===== config.mk =====
export PLATFORM = sky130hd
export DESIGN_NAME = dpc_core
export DESIGN_NICKNAME = d
export VERILOG_FILES = /design/src/include/dpc_pkg.sv /design/src/dpc_core.sv /design/src/dpc_tap_decoder.sv
export VERILOG_INCLUDE_DIRS = /design/src /design/src/include
export SDC_FILE = /design/constraint.sdc
export NUM_CORES = 1
export LEC_CHECK = 0
export CAP_MARGIN = 10
export CORE_ASPECT_RATIO = 0.5
export CORE_MARGIN = 2
export CORE_UTILIZATION = 40
export CTS_BUF_LIST = sky130_fd_sc_hd__clkbuf_8
export CTS_CLUSTER_DIAMETER = 100
export DETAILED_ROUTE_END_ITERATION = 8
export DONT_BUFFER_PORTS = 1
export MAX_ROUTING_LAYER = met4
export PLACE_DENSITY_LB_ADDON = 0.08
export REMOVE_ABC_BUFFERS = 1
export SLEW_MARGIN = 20
export SYNTH_ARGS = -nofsm -noshare
export SYNTH_HDL_FRONTEND = slang
export SYNTH_SLANG_ARGS = --single-unit

===== constraint.sdc =====
create_clock -name sys_clk_i -period 3.08 [get_ports sys_clk_i]
set_input_delay 0.462 -clock sys_clk_i [delete_from_list [all_inputs] [get_ports sys_clk_i]]
set_output_delay 0.462 -clock sys_clk_i [all_outputs]
set_load 0.1 [all_outputs]

===== src/include/dpc_params.svh =====
// Named constants for the digital potentiometer control and tolerance block.
`ifndef DPC_PARAMS_SVH
`define DPC_PARAMS_SVH

// Command opcodes, upper nibble of the serial command word.
`define DPC_OP_NOP        4'h0
`define DPC_OP_WR_WIPER   4'h1
`define DPC_OP_READBACK   4'h3
`define DPC_OP_STEP       4'h4
`define DPC_OP_COPY_NV    4'h7
`define DPC_OP_WR_NVM     4'h8
`define DPC_OP_SCALE      4'h9
`define DPC_OP_WR_CTRL    4'hD

// Address nibble decode.
`define DPC_ADDR_WB       4'h0
`define DPC_ADDR_AW       4'h4
`define DPC_ADDR_ALL_BIT  3

// Nonvolatile memory map.
`define DPC_NV_WB         2'h0
`define DPC_NV_AW         2'h1
`define DPC_NV_TOL_INT    2'h2
`define DPC_NV_TOL_FRAC   2'h3
`define DPC_NV_DEPTH      4

// Readback selector in the low data bits.
`define DPC_RB_NVM        2'h1
`define DPC_RB_CTRL       2'h2
`define DPC_RB_WIPER      2'h3

// Data bit positions inside commands.
`define DPC_STEP_UP_BIT   0
`define DPC_COPY_STORE_BIT 0
`define DPC_SCALE_TOP_BIT 7
`define DPC_SCALE_ON_BIT  0

// Burst enable position in the control write data.
`define DPC_CTRL_BURST_BIT 3

// Control register reset: write enabled, store enabled, pot mode, burst off.
`define DPC_CTRL_RESET    4'h3

// Tolerance byte field positions.
`define DPC_TOL_SIGN_BIT  7

`endif


===== src/include/dpc_pkg.sv =====
// Types shared by the digital potentiometer control and tolerance block.
`default_nettype none
package dpc_pkg;

	// One decoded serial command from the interface decoder.
	typedef struct packed {
		logic       valid;
		logic [3:0] op;
		logic [3:0] addr;
		logic [7:0] data;
	} dpc_cmd_type;

	// Control register, bit 3 down to bit 0.
	typedef struct packed {
		logic burst_en;
		logic linear_mode;
		logic nvm_prog_en;
		logic wiper_wr_en;
	} dpc_ctrl_type;

endpackage : dpc_pkg
`default_nettype wire


===== src/dpc_core.sv =====
// Control register, wiper registers, nonvolatile store and tolerance bytes.
//
// Functional notes
// - Clear write protect bit freezes wiper to stored.
// - Store bit low blocks all nonvolatile writes.
// - Mode bit selects potentiometer or linear gain.
// - Burst bit keeps burst past stop/restart.
// - Seven or eight bit code selects one tap.
// - Pot mode: B side rises, A falls.
// - Linear mode: A side follows own code.
// - Top and bottom scale extra positions.
// - Tolerance held read-only as sixteen bits.
// - Address two: sign bit seven, integer below.
// - Address three: fraction, bit seven is half.
// - Logic supply rise reloads stored wiper values.
`default_nettype none
`include "dpc_params.svh"
module dpc_core #(
	parameter int                    WIPER_W      = 8,
	parameter logic [WIPER_W-1:0]    NV_WB_INIT   = 8'h80,
	parameter logic [WIPER_W-1:0]    NV_AW_INIT   = 8'h80,
	parameter logic [7:0]            TOL_SIGN_INT = 8'h80,
	parameter logic [7:0]            TOL_FRAC     = 8'h00
) (
	input  wire logic                 sys_clk_i,
	input  wire logic                 sys_rst_i,
	input  wire dpc_pkg::dpc_cmd_type cmd_i,
	input  wire logic                 bus_stop_i,
	input  wire logic                 logic_pwr_ok_i,
	output dpc_pkg::dpc_ctrl_type     ctrl_o,
	output logic      [WIPER_W-1:0]   wiper_code_register_o,
	output logic      [WIPER_W-1:0]   aw_code_o,
	output logic      [WIPER_W:0]     wiper_to_b_steps_o,
	output logic      [WIPER_W:0]     a_to_wiper_steps_o,
	output logic                      top_scale_o,
	output logic                      bottom_scale_o,
	output logic                      burst_active_o,
	output logic      [7:0]           rd_data_o,
	output logic                      rd_valid_o,
	output logic                      nvm_busy_o
);

	localparam logic [WIPER_W-1:0] CODE_MAX = '1;

	// Register state.
	dpc_pkg::dpc_ctrl_type ctrl_r;
	logic [WIPER_W-1:0]    wb_r;
	logic [WIPER_W-1:0]    aw_r;
	logic                  top_r;
	logic                  bottom_r;
	logic [7:0]            nvm_r [`DPC_NV_DEPTH];
	logic                  pwr_meta_r;
	logic                  pwr_sync_r;
	logic                  pwr_prev_r;
	logic                  preset;
	logic                  wiper_cmd;
	logic                  sel_aw;
	logic                  sel_all;
	logic [WIPER_W:0]      wb_steps;
	logic [WIPER_W:0]      aw_steps;
	logic [WIPER_W-1:0]    cmd_code;

	// Saturating one-step move of a wiper code.
	function automatic logic [WIPER_W-1:0] step_code(input logic [WIPER_W-1:0] code,
		input logic up);
		logic [WIPER_W-1:0] res;
		res = code;
		if (up && code != CODE_MAX) begin
			res = code + WIPER_W'(1);
		end else if (!up && code != '0) begin
			res = code - WIPER_W'(1);
		end
		return res;
	endfunction : step_code

	// Stored byte truncated to the wiper width.
	function automatic logic [WIPER_W-1:0] nv_code(input logic [7:0] b);
		return b[WIPER_W-1:0];
	endfunction : nv_code

	// The supply-good level comes from outside, so it is synchronised first.
	always_ff @(posedge sys_clk_i) begin
		if (sys_rst_i) begin
			pwr_meta_r <= 1'b0;
			pwr_sync_r <= 1'b0;
			pwr_prev_r <= 1'b0;
		end else begin
			pwr_meta_r <= logic_pwr_ok_i;
			pwr_sync_r <= pwr_meta_r;
			pwr_prev_r <= pwr_sync_r;
		end
	end

	assign preset = pwr_sync_r & ~pwr_prev_r;

	// Command decode shared by the wiper processes.
	assign cmd_code  = cmd_i.data[WIPER_W-1:0];
	assign sel_all   = cmd_i.addr[`DPC_ADDR_ALL_BIT];
	assign sel_aw    = cmd_i.addr == `DPC_ADDR_AW;
	assign wiper_cmd = cmd_i.valid & ctrl_r.wiper_wr_en;

	// Control register; only the dedicated command changes it.
	always_ff @(posedge sys_clk_i) begin
		if (sys_rst_i) begin
			ctrl_r <= dpc_pkg::dpc_ctrl_type'(`DPC_CTRL_RESET);
		end else if (cmd_i.valid && cmd_i.op == `DPC_OP_WR_CTRL) begin
			ctrl_r <= dpc_pkg::dpc_ctrl_type'(cmd_i.data[3:0]);
		end
	end

	// Wiper-to-B code, the main wiper register.
	always_ff @(posedge sys_clk_i) begin
		if (sys_rst_i) begin
			wb_r <= NV_WB_INIT;
		end else if (preset) begin
			wb_r <= nv_code(nvm_r[`DPC_NV_WB]);
		end else if (!ctrl_r.wiper_wr_en) begin
			wb_r <= nv_code(nvm_r[`DPC_NV_WB]);
		end else if (wiper_cmd && (sel_all || !sel_aw)) begin
			case (cmd_i.op)
				`DPC_OP_WR_WIPER: wb_r <= cmd_code;
				`DPC_OP_STEP:     wb_r <= step_code(wb_r, cmd_i.data[`DPC_STEP_UP_BIT]);
				`DPC_OP_COPY_NV: begin
					if (!cmd_i.data[`DPC_COPY_STORE_BIT]) begin
						wb_r <= nv_code(nvm_r[`DPC_NV_WB]);
					end
				end
				default:          wb_r <= wb_r;
			endcase
		end
	end

	// A-to-wiper code, used only in linear gain mode.
	always_ff @(posedge sys_clk_i) begin
		if (sys_rst_i) begin
			aw_r <= NV_AW_INIT;
		end else if (preset) begin
			aw_r <= nv_code(nvm_r[`DPC_NV_AW]);
		end else if (!ctrl_r.wiper_wr_en) begin
			aw_r <= nv_code(nvm_r[`DPC_NV_AW]);
		end else if (wiper_cmd && ctrl_r.linear_mode && (sel_all || sel_aw)) begin
			case (cmd_i.op)
				`DPC_OP_WR_WIPER: aw_r <= cmd_code;
				`DPC_OP_STEP:     aw_r <= step_code(aw_r, cmd_i.data[`DPC_STEP_UP_BIT]);
				default:          aw_r <= aw_r;
			endcase
		end
	end

	// Top and bottom scale; a wiper write, step or supply-rise reload leaves them, a recall command from the store does not.
	always_ff @(posedge sys_clk_i) begin
		if (sys_rst_i || preset || !ctrl_r.wiper_wr_en) begin
			top_r    <= 1'b0;
			bottom_r <= 1'b0;
		end else if (wiper_cmd && cmd_i.op == `DPC_OP_SCALE) begin
			if (cmd_i.data[`DPC_SCALE_TOP_BIT]) begin
				top_r    <= cmd_i.data[`DPC_SCALE_ON_BIT];
				bottom_r <= 1'b0;
			end else begin
				bottom_r <= cmd_i.data[`DPC_SCALE_ON_BIT];
				top_r    <= 1'b0;
			end
		end else if (wiper_cmd && (cmd_i.op == `DPC_OP_WR_WIPER || cmd_i.op == `DPC_OP_STEP)) begin
			top_r    <= 1'b0;
			bottom_r <= 1'b0;
		end
	end

	// Nonvolatile store. Tolerance bytes are never written, so they stay factory values.
	always_ff @(posedge sys_clk_i) begin
		if (sys_rst_i) begin
			nvm_r[`DPC_NV_WB] <= 8'(NV_WB_INIT);
			nvm_r[`DPC_NV_AW] <= 8'(NV_AW_INIT);
			nvm_r[`DPC_NV_TOL_INT]  <= TOL_SIGN_INT;
			nvm_r[`DPC_NV_TOL_FRAC] <= TOL_FRAC;
		end else if (cmd_i.valid && ctrl_r.nvm_prog_en) begin
			if (cmd_i.op == `DPC_OP_WR_NVM && cmd_i.addr[3:1] == 3'h0) begin
				nvm_r[cmd_i.addr[1:0]] <= cmd_i.data;
			end else if (cmd_i.op == `DPC_OP_COPY_NV && cmd_i.data[`DPC_COPY_STORE_BIT]) begin
				if (sel_aw) begin
					nvm_r[`DPC_NV_AW] <= 8'(aw_r);
				end else begin
					nvm_r[`DPC_NV_WB] <= 8'(wb_r);
				end
			end
		end
	end

	// One-cycle store-in-progress flag so a host can see the store was taken.
	always_ff @(posedge sys_clk_i) begin
		if (sys_rst_i) begin
			nvm_busy_o <= 1'b0;
		end else begin
			nvm_busy_o <= cmd_i.valid && ctrl_r.nvm_prog_en &&
				((cmd_i.op == `DPC_OP_WR_NVM && cmd_i.addr[3:1] == 3'h0) ||
				(cmd_i.op == `DPC_OP_COPY_NV && cmd_i.data[`DPC_COPY_STORE_BIT]));
		end
	end

	// Readback; the answer arrives one cycle after the command.
	always_ff @(posedge sys_clk_i) begin
		if (sys_rst_i) begin
			rd_valid_o <= 1'b0;
			rd_data_o  <= 8'h00;
		end else begin
			rd_valid_o <= cmd_i.valid && cmd_i.op == `DPC_OP_READBACK;
			if (cmd_i.valid && cmd_i.op == `DPC_OP_READBACK) begin
				case (cmd_i.data[1:0])
					`DPC_RB_NVM:   rd_data_o <= nvm_r[cmd_i.addr[1:0]];
					`DPC_RB_CTRL:  rd_data_o <= {4'h0, ctrl_r};
					`DPC_RB_WIPER: rd_data_o <= sel_aw ? 8'(aw_r) : 8'(wb_r);
					default:       rd_data_o <= 8'h00;
				endcase
			end
		end
	end

	always_ff @(posedge sys_clk_i) begin
		if (sys_rst_i) begin
			burst_active_o <= 1'b0;
		end else if (cmd_i.valid && cmd_i.op == `DPC_OP_WR_CTRL) begin
			burst_active_o <= cmd_i.data[`DPC_CTRL_BURST_BIT];
		end else if (bus_stop_i && !ctrl_r.burst_en) begin
			burst_active_o <= 1'b0;
		end else if (ctrl_r.burst_en) begin
			burst_active_o <= 1'b1;
		end
	end

	dpc_tap_decoder #(
		.WIPER_W (WIPER_W)
	) u_taps (
		.wb_code_i      (wb_r),
		.aw_code_i      (aw_r),
		.linear_mode_i  (ctrl_r.linear_mode),
		.top_scale_i    (top_r),
		.bottom_scale_i (bottom_r),
		.wb_steps_o     (wb_steps),
		.aw_steps_o     (aw_steps)
	);

	// Registered copies so every output leaves from a flip-flop.
	always_ff @(posedge sys_clk_i) begin
		if (sys_rst_i) begin
			ctrl_o                <= dpc_pkg::dpc_ctrl_type'(`DPC_CTRL_RESET);
			wiper_code_register_o <= NV_WB_INIT;
			aw_code_o             <= NV_AW_INIT;
			wiper_to_b_steps_o    <= {1'b0, NV_WB_INIT};
			a_to_wiper_steps_o    <= (WIPER_W+1)'(1 << WIPER_W) - {1'b0, NV_WB_INIT};
			top_scale_o           <= 1'b0;
			bottom_scale_o        <= 1'b0;
		end else begin
			ctrl_o                <= ctrl_r;
			wiper_code_register_o <= wb_r;
			aw_code_o             <= aw_r;
			wiper_to_b_steps_o    <= wb_steps;
			a_to_wiper_steps_o    <= aw_steps;
			top_scale_o           <= top_r;
			bottom_scale_o        <= bottom_r;
		end
	end

endmodule : dpc_core
`default_nettype wire


===== src/dpc_tap_decoder.sv =====
// Decoder from wiper codes and scale state to resistor string tap counts.
`default_nettype none
module dpc_tap_decoder #(
	parameter int WIPER_W = 8
) (
	input  wire logic [WIPER_W-1:0] wb_code_i,
	input  wire logic [WIPER_W-1:0] aw_code_i,
	input  wire logic               linear_mode_i,
	input  wire logic               top_scale_i,
	input  wire logic               bottom_scale_i,
	output logic      [WIPER_W:0]   wb_steps_o,
	output logic      [WIPER_W:0]   aw_steps_o
);

	localparam logic [WIPER_W:0] FULL = (WIPER_W+1)'(1 << WIPER_W);

	// Steps from wiper to B and from A to wiper, each in units of one LSB.
	always_comb begin
		wb_steps_o = {1'b0, wb_code_i};
		aw_steps_o = FULL - {1'b0, wb_code_i};
		if (linear_mode_i) begin
			aw_steps_o = {1'b0, aw_code_i};
		end
		if (bottom_scale_i) begin
			wb_steps_o = '0;
			aw_steps_o = linear_mode_i ? '0 : FULL;
		end else if (top_scale_i) begin
			// One LSB beyond the full code removes the last A-side step.
			wb_steps_o = FULL;
			aw_steps_o = '0;
		end
	end

endmodule : dpc_tap_decoder
`default_nettype wire


==> results by group <==
Drt
  – First drt pass iteration count: 5
  – Via count: 4,144
  – Vias per cell: 5.72
  – Iter 0 DRT Violations: between 300 and 400
  – Final wirelength: between 15,000 and 20,000 µm
  – Final ANT Viol Nets: 0
  – DR WL/cell: about 22 µm
  – Detailed-route DRC error count: 0

Clock network
  – Clk buf depth: 2
  – Worst skew pair latency: between 0.3 and 0.4 ns
  – Total CTS buffers: 9
  – H-tree levels: 3
  – Post-CTS setup buffer count: 0
  – CTS tree: done
  – Clk slew on worst S/H paths: 0.11 ns
  – Cts hold-fix bufs: 0
  – CTS resizes: 0
  – Root Driver: clkbuf_8
  – Clock sink count: 108

GRT
  – Initial antenna violation count: 0
  – Total track usage: 23.3%
  – Global route total overflow: 0
  – Vias in the first global route: 3,948
  – First-pass GRT wire length: roughly 24,000 µm
  – Largest net degree at the start of global routing: 75

Layout
  – Share of layout cells above drive strength 1: 11.4%
  – Util after Layout: 45.2%
  – Final Net Count: between 500 and 600
  – N_diodes: 0
  – Synth-to-Final Area Change: 8.99%
  – Post-route insts no fill: a little over 700

Logic synthesis
  – Yosys top cell area share: about 29%
  – Synthesized cell area: roughly 5300 µm²
  – YS warnings: 0
  – Flop and latch count out of synthesis: about 110
  – FFs w/ async S/R, synth: 0%
  – Post-synth EDFFs: 32
  – Ranking of synthesized cells by area: dfxtp_1 (29%), edfxtp_1 (18%), nor2_1 (4.7%)
  – Main flop type after synthesis: dfxtp_1
  – Synthesized area per cell: 9.92 µm²
  – Register area share after synthesis: between 40% and 50%
  – Post-synth cell types: 63
  – Mapped Cells: 536
  – Synth area leader: dfxtp_1

STA
  – Final Hold Fails: 0
  – Setup tns final: 0 ns
  – Max Freq: 0.358 GHz
  – Tmin final: around 2.8 ns
  – Setup ws final: ~0.29 ns
  – Final setup violation count: 0
  – Normalized max-slew margin: 34.7%
  – Max Slew Vio Count: 0
  – Tcrit/Tclk final: 90.6%
  – Unrepaired setup endpoints after global routing: false
  – Worst slew pin tran: between 0.9 and 1 ns
  – Hold Slack: 0.158 ns
  – Clock skew: 0.0154 ns

Status
  – Status: finished clean

Power
  – Worst IR drop on VDD: 0.302 mV
  – Cell area power density: 524 nW/µm²
  – P_leak: 2.26 nW

Critical path
  – Worst reg-to-reg path cell count: 11
  – Worst path arrival time: 3.05 ns
  – CP max stage cell: dfxtp_1
  – Critical R2R Launch: wb_r[1]
  – Worst Path Buf+Inv: 1
  – CP peak stage delay: 0.43 ns
  – CP Max Fanout: 7
  – Crit-path leading delay family: compound AO/OA/AOI/OAI gates
  – CP most frequent cell: ha_1
  – Setup CP Type: flop to flop
  – Critical Path Source Type: flop
  – Critical Path RT: 3.34 ns
  – Critical path cell sequence: ha_1, nand4_1, o21ai_0, buf_4, ha_1, a21oi_1, o211ai_1, o41ai_1, xor2_1, a211oi_1, o21ai_1
  – Reg2reg setup slack: 0.29 ns
  – Worst setup EP type: flop
  – Worst r2r dst: wb_r[7]

Run
  – Max-cap violations: 0

Place
  – Port Buf Inserts: 0
  – Setup slack at placement: 0.323 ns
  – GPL Wtd Cong: 0.872
  – HPWL after DPL: 11,200 µm
  – Cells after DPL: 709

Floorplan
  – Die area: 14,300 µm²
  – Core ar.: 12,800 µm²
  – Die X: 167 µm
  – Die Y: 85.5 µm
  – Starting density of the core: 41.5%
  – I/O pins: between 70 and 80
  – Row count: 29

Hold path
  – Hold Path Depth: 1
  – Hold Startpoint: sys_rst_i
  – Worst hold endpoint: aw_code_o[2]
  – Hold WC Path Type: input pin to flop
[state kept, by name, summed over array words and instances, names as in the netlist, 4 cells and up]
signal / flops
rd_data_o: 8
ctrl_r: 4
wiper_to_b_steps_o: 9
wb_r: 8
a_to_wiper_steps_o: 9
nvm_r: 32
aw_code_o: 8
ctrl_o: 4
wiper_code_register_o: 8
aw_r: 8
[cell type report]
| class | count | area, µm² |
|---|---|---|
| Multi-Input combinational cell | 391 | 2660 |
| Fill cell | 1280 | 7010 |
| Sequential cell | 108 | 2480 |
| Clock buffer | 9 | 124 |
| Inverter | 15 | 56.3 |
| Timing Repair Buffer | 25 | 188 |
| Tap cell | 170 | 213 |
| Clock inverter | 7 | 75.1 |
[power by group]
part	internal (mW)	switching, mW
combinational	0.165	0.227
sequential	1.53	0.222
clock	0.383	0.510
[through the flow]
step | cell area [µm²] | power (mW)
2_1_floorplan | 5190 | 2.05
6_report | 5790 | 3.04
5_1_grt | 5790 | 3.16
4_1_cts | 5790 | 3.06
3_3_place_gp | 5600 | 2.17
3_5_place_dp | 5600 | 2.17
[synth_stat cells, types with 15 or more instances]
cell type / count
a21oi_1: 27
nor2_1: 67
nor3_1: 22
inv_1: 15
o21ai_0: 16
clkbuf_1: 20
edfxtp_1: 32
dfxtp_1: 76
mux2i_1: 16
nor2b_1: 23
nand2_1: 27
[how the worst max path moves through the flow]
stage	from	to	depth (start not counted)
global route	wb_r[0]	wb_r[7]	11
global placement	wb_r[0]	wb_r[6]	12
CTS	wb_r[0]	wb_r[7]	11
detailed placement	wb_r[0]	wb_r[7]	11
floorplan	wb_r[0]	wb_r[6]	11
finish	wb_r[1]	wb_r[7]	11
[logic make-up (layout without fill, tap and decap cells)]
family / Yosys count / count (layout) / share of synthesized area [%]
multiplexers: 26 / 26 / 6.82
adder cells (fa/ha/maj): 16 / 16 / 4.05
AND/OR/NAND/NOR: 196 / 196 / 19.3
flip-flops: 108 / 108 / 46.7
other: 2 / 16 / 0.141
XOR/XNOR: 17 / 17 / 2.80
AO/OA/AOI/OAI: 120 / 120 / 15.7
buffers and inverters: 51 / 56 / 4.45
[metal layers]
| metal | global-route usage (%) | wire length [µm] |
|---|---|---|
| met3 | 6.09 | 1400 |
| met4 | 4.86 | 198 |
| met1 | 35.1 | 7970 |
| met5 | - | 0 |
| met2 | 30.9 | 6140 |
[placed cells by master (no fill, tap or decap), types with 16 or more instances in the layout]
cell type and n:
a21oi_1 27, buf_4 25, conb_1 16, dfxtp_1 76
edfxtp_1 32, inv_1 16, mux2i_1 16, nand2_1 27
nor2_1 67, nor2b_1 23, nor3_1 22, o21ai_0 16
No activity file was read; power rests on OpenSTA's default activity.
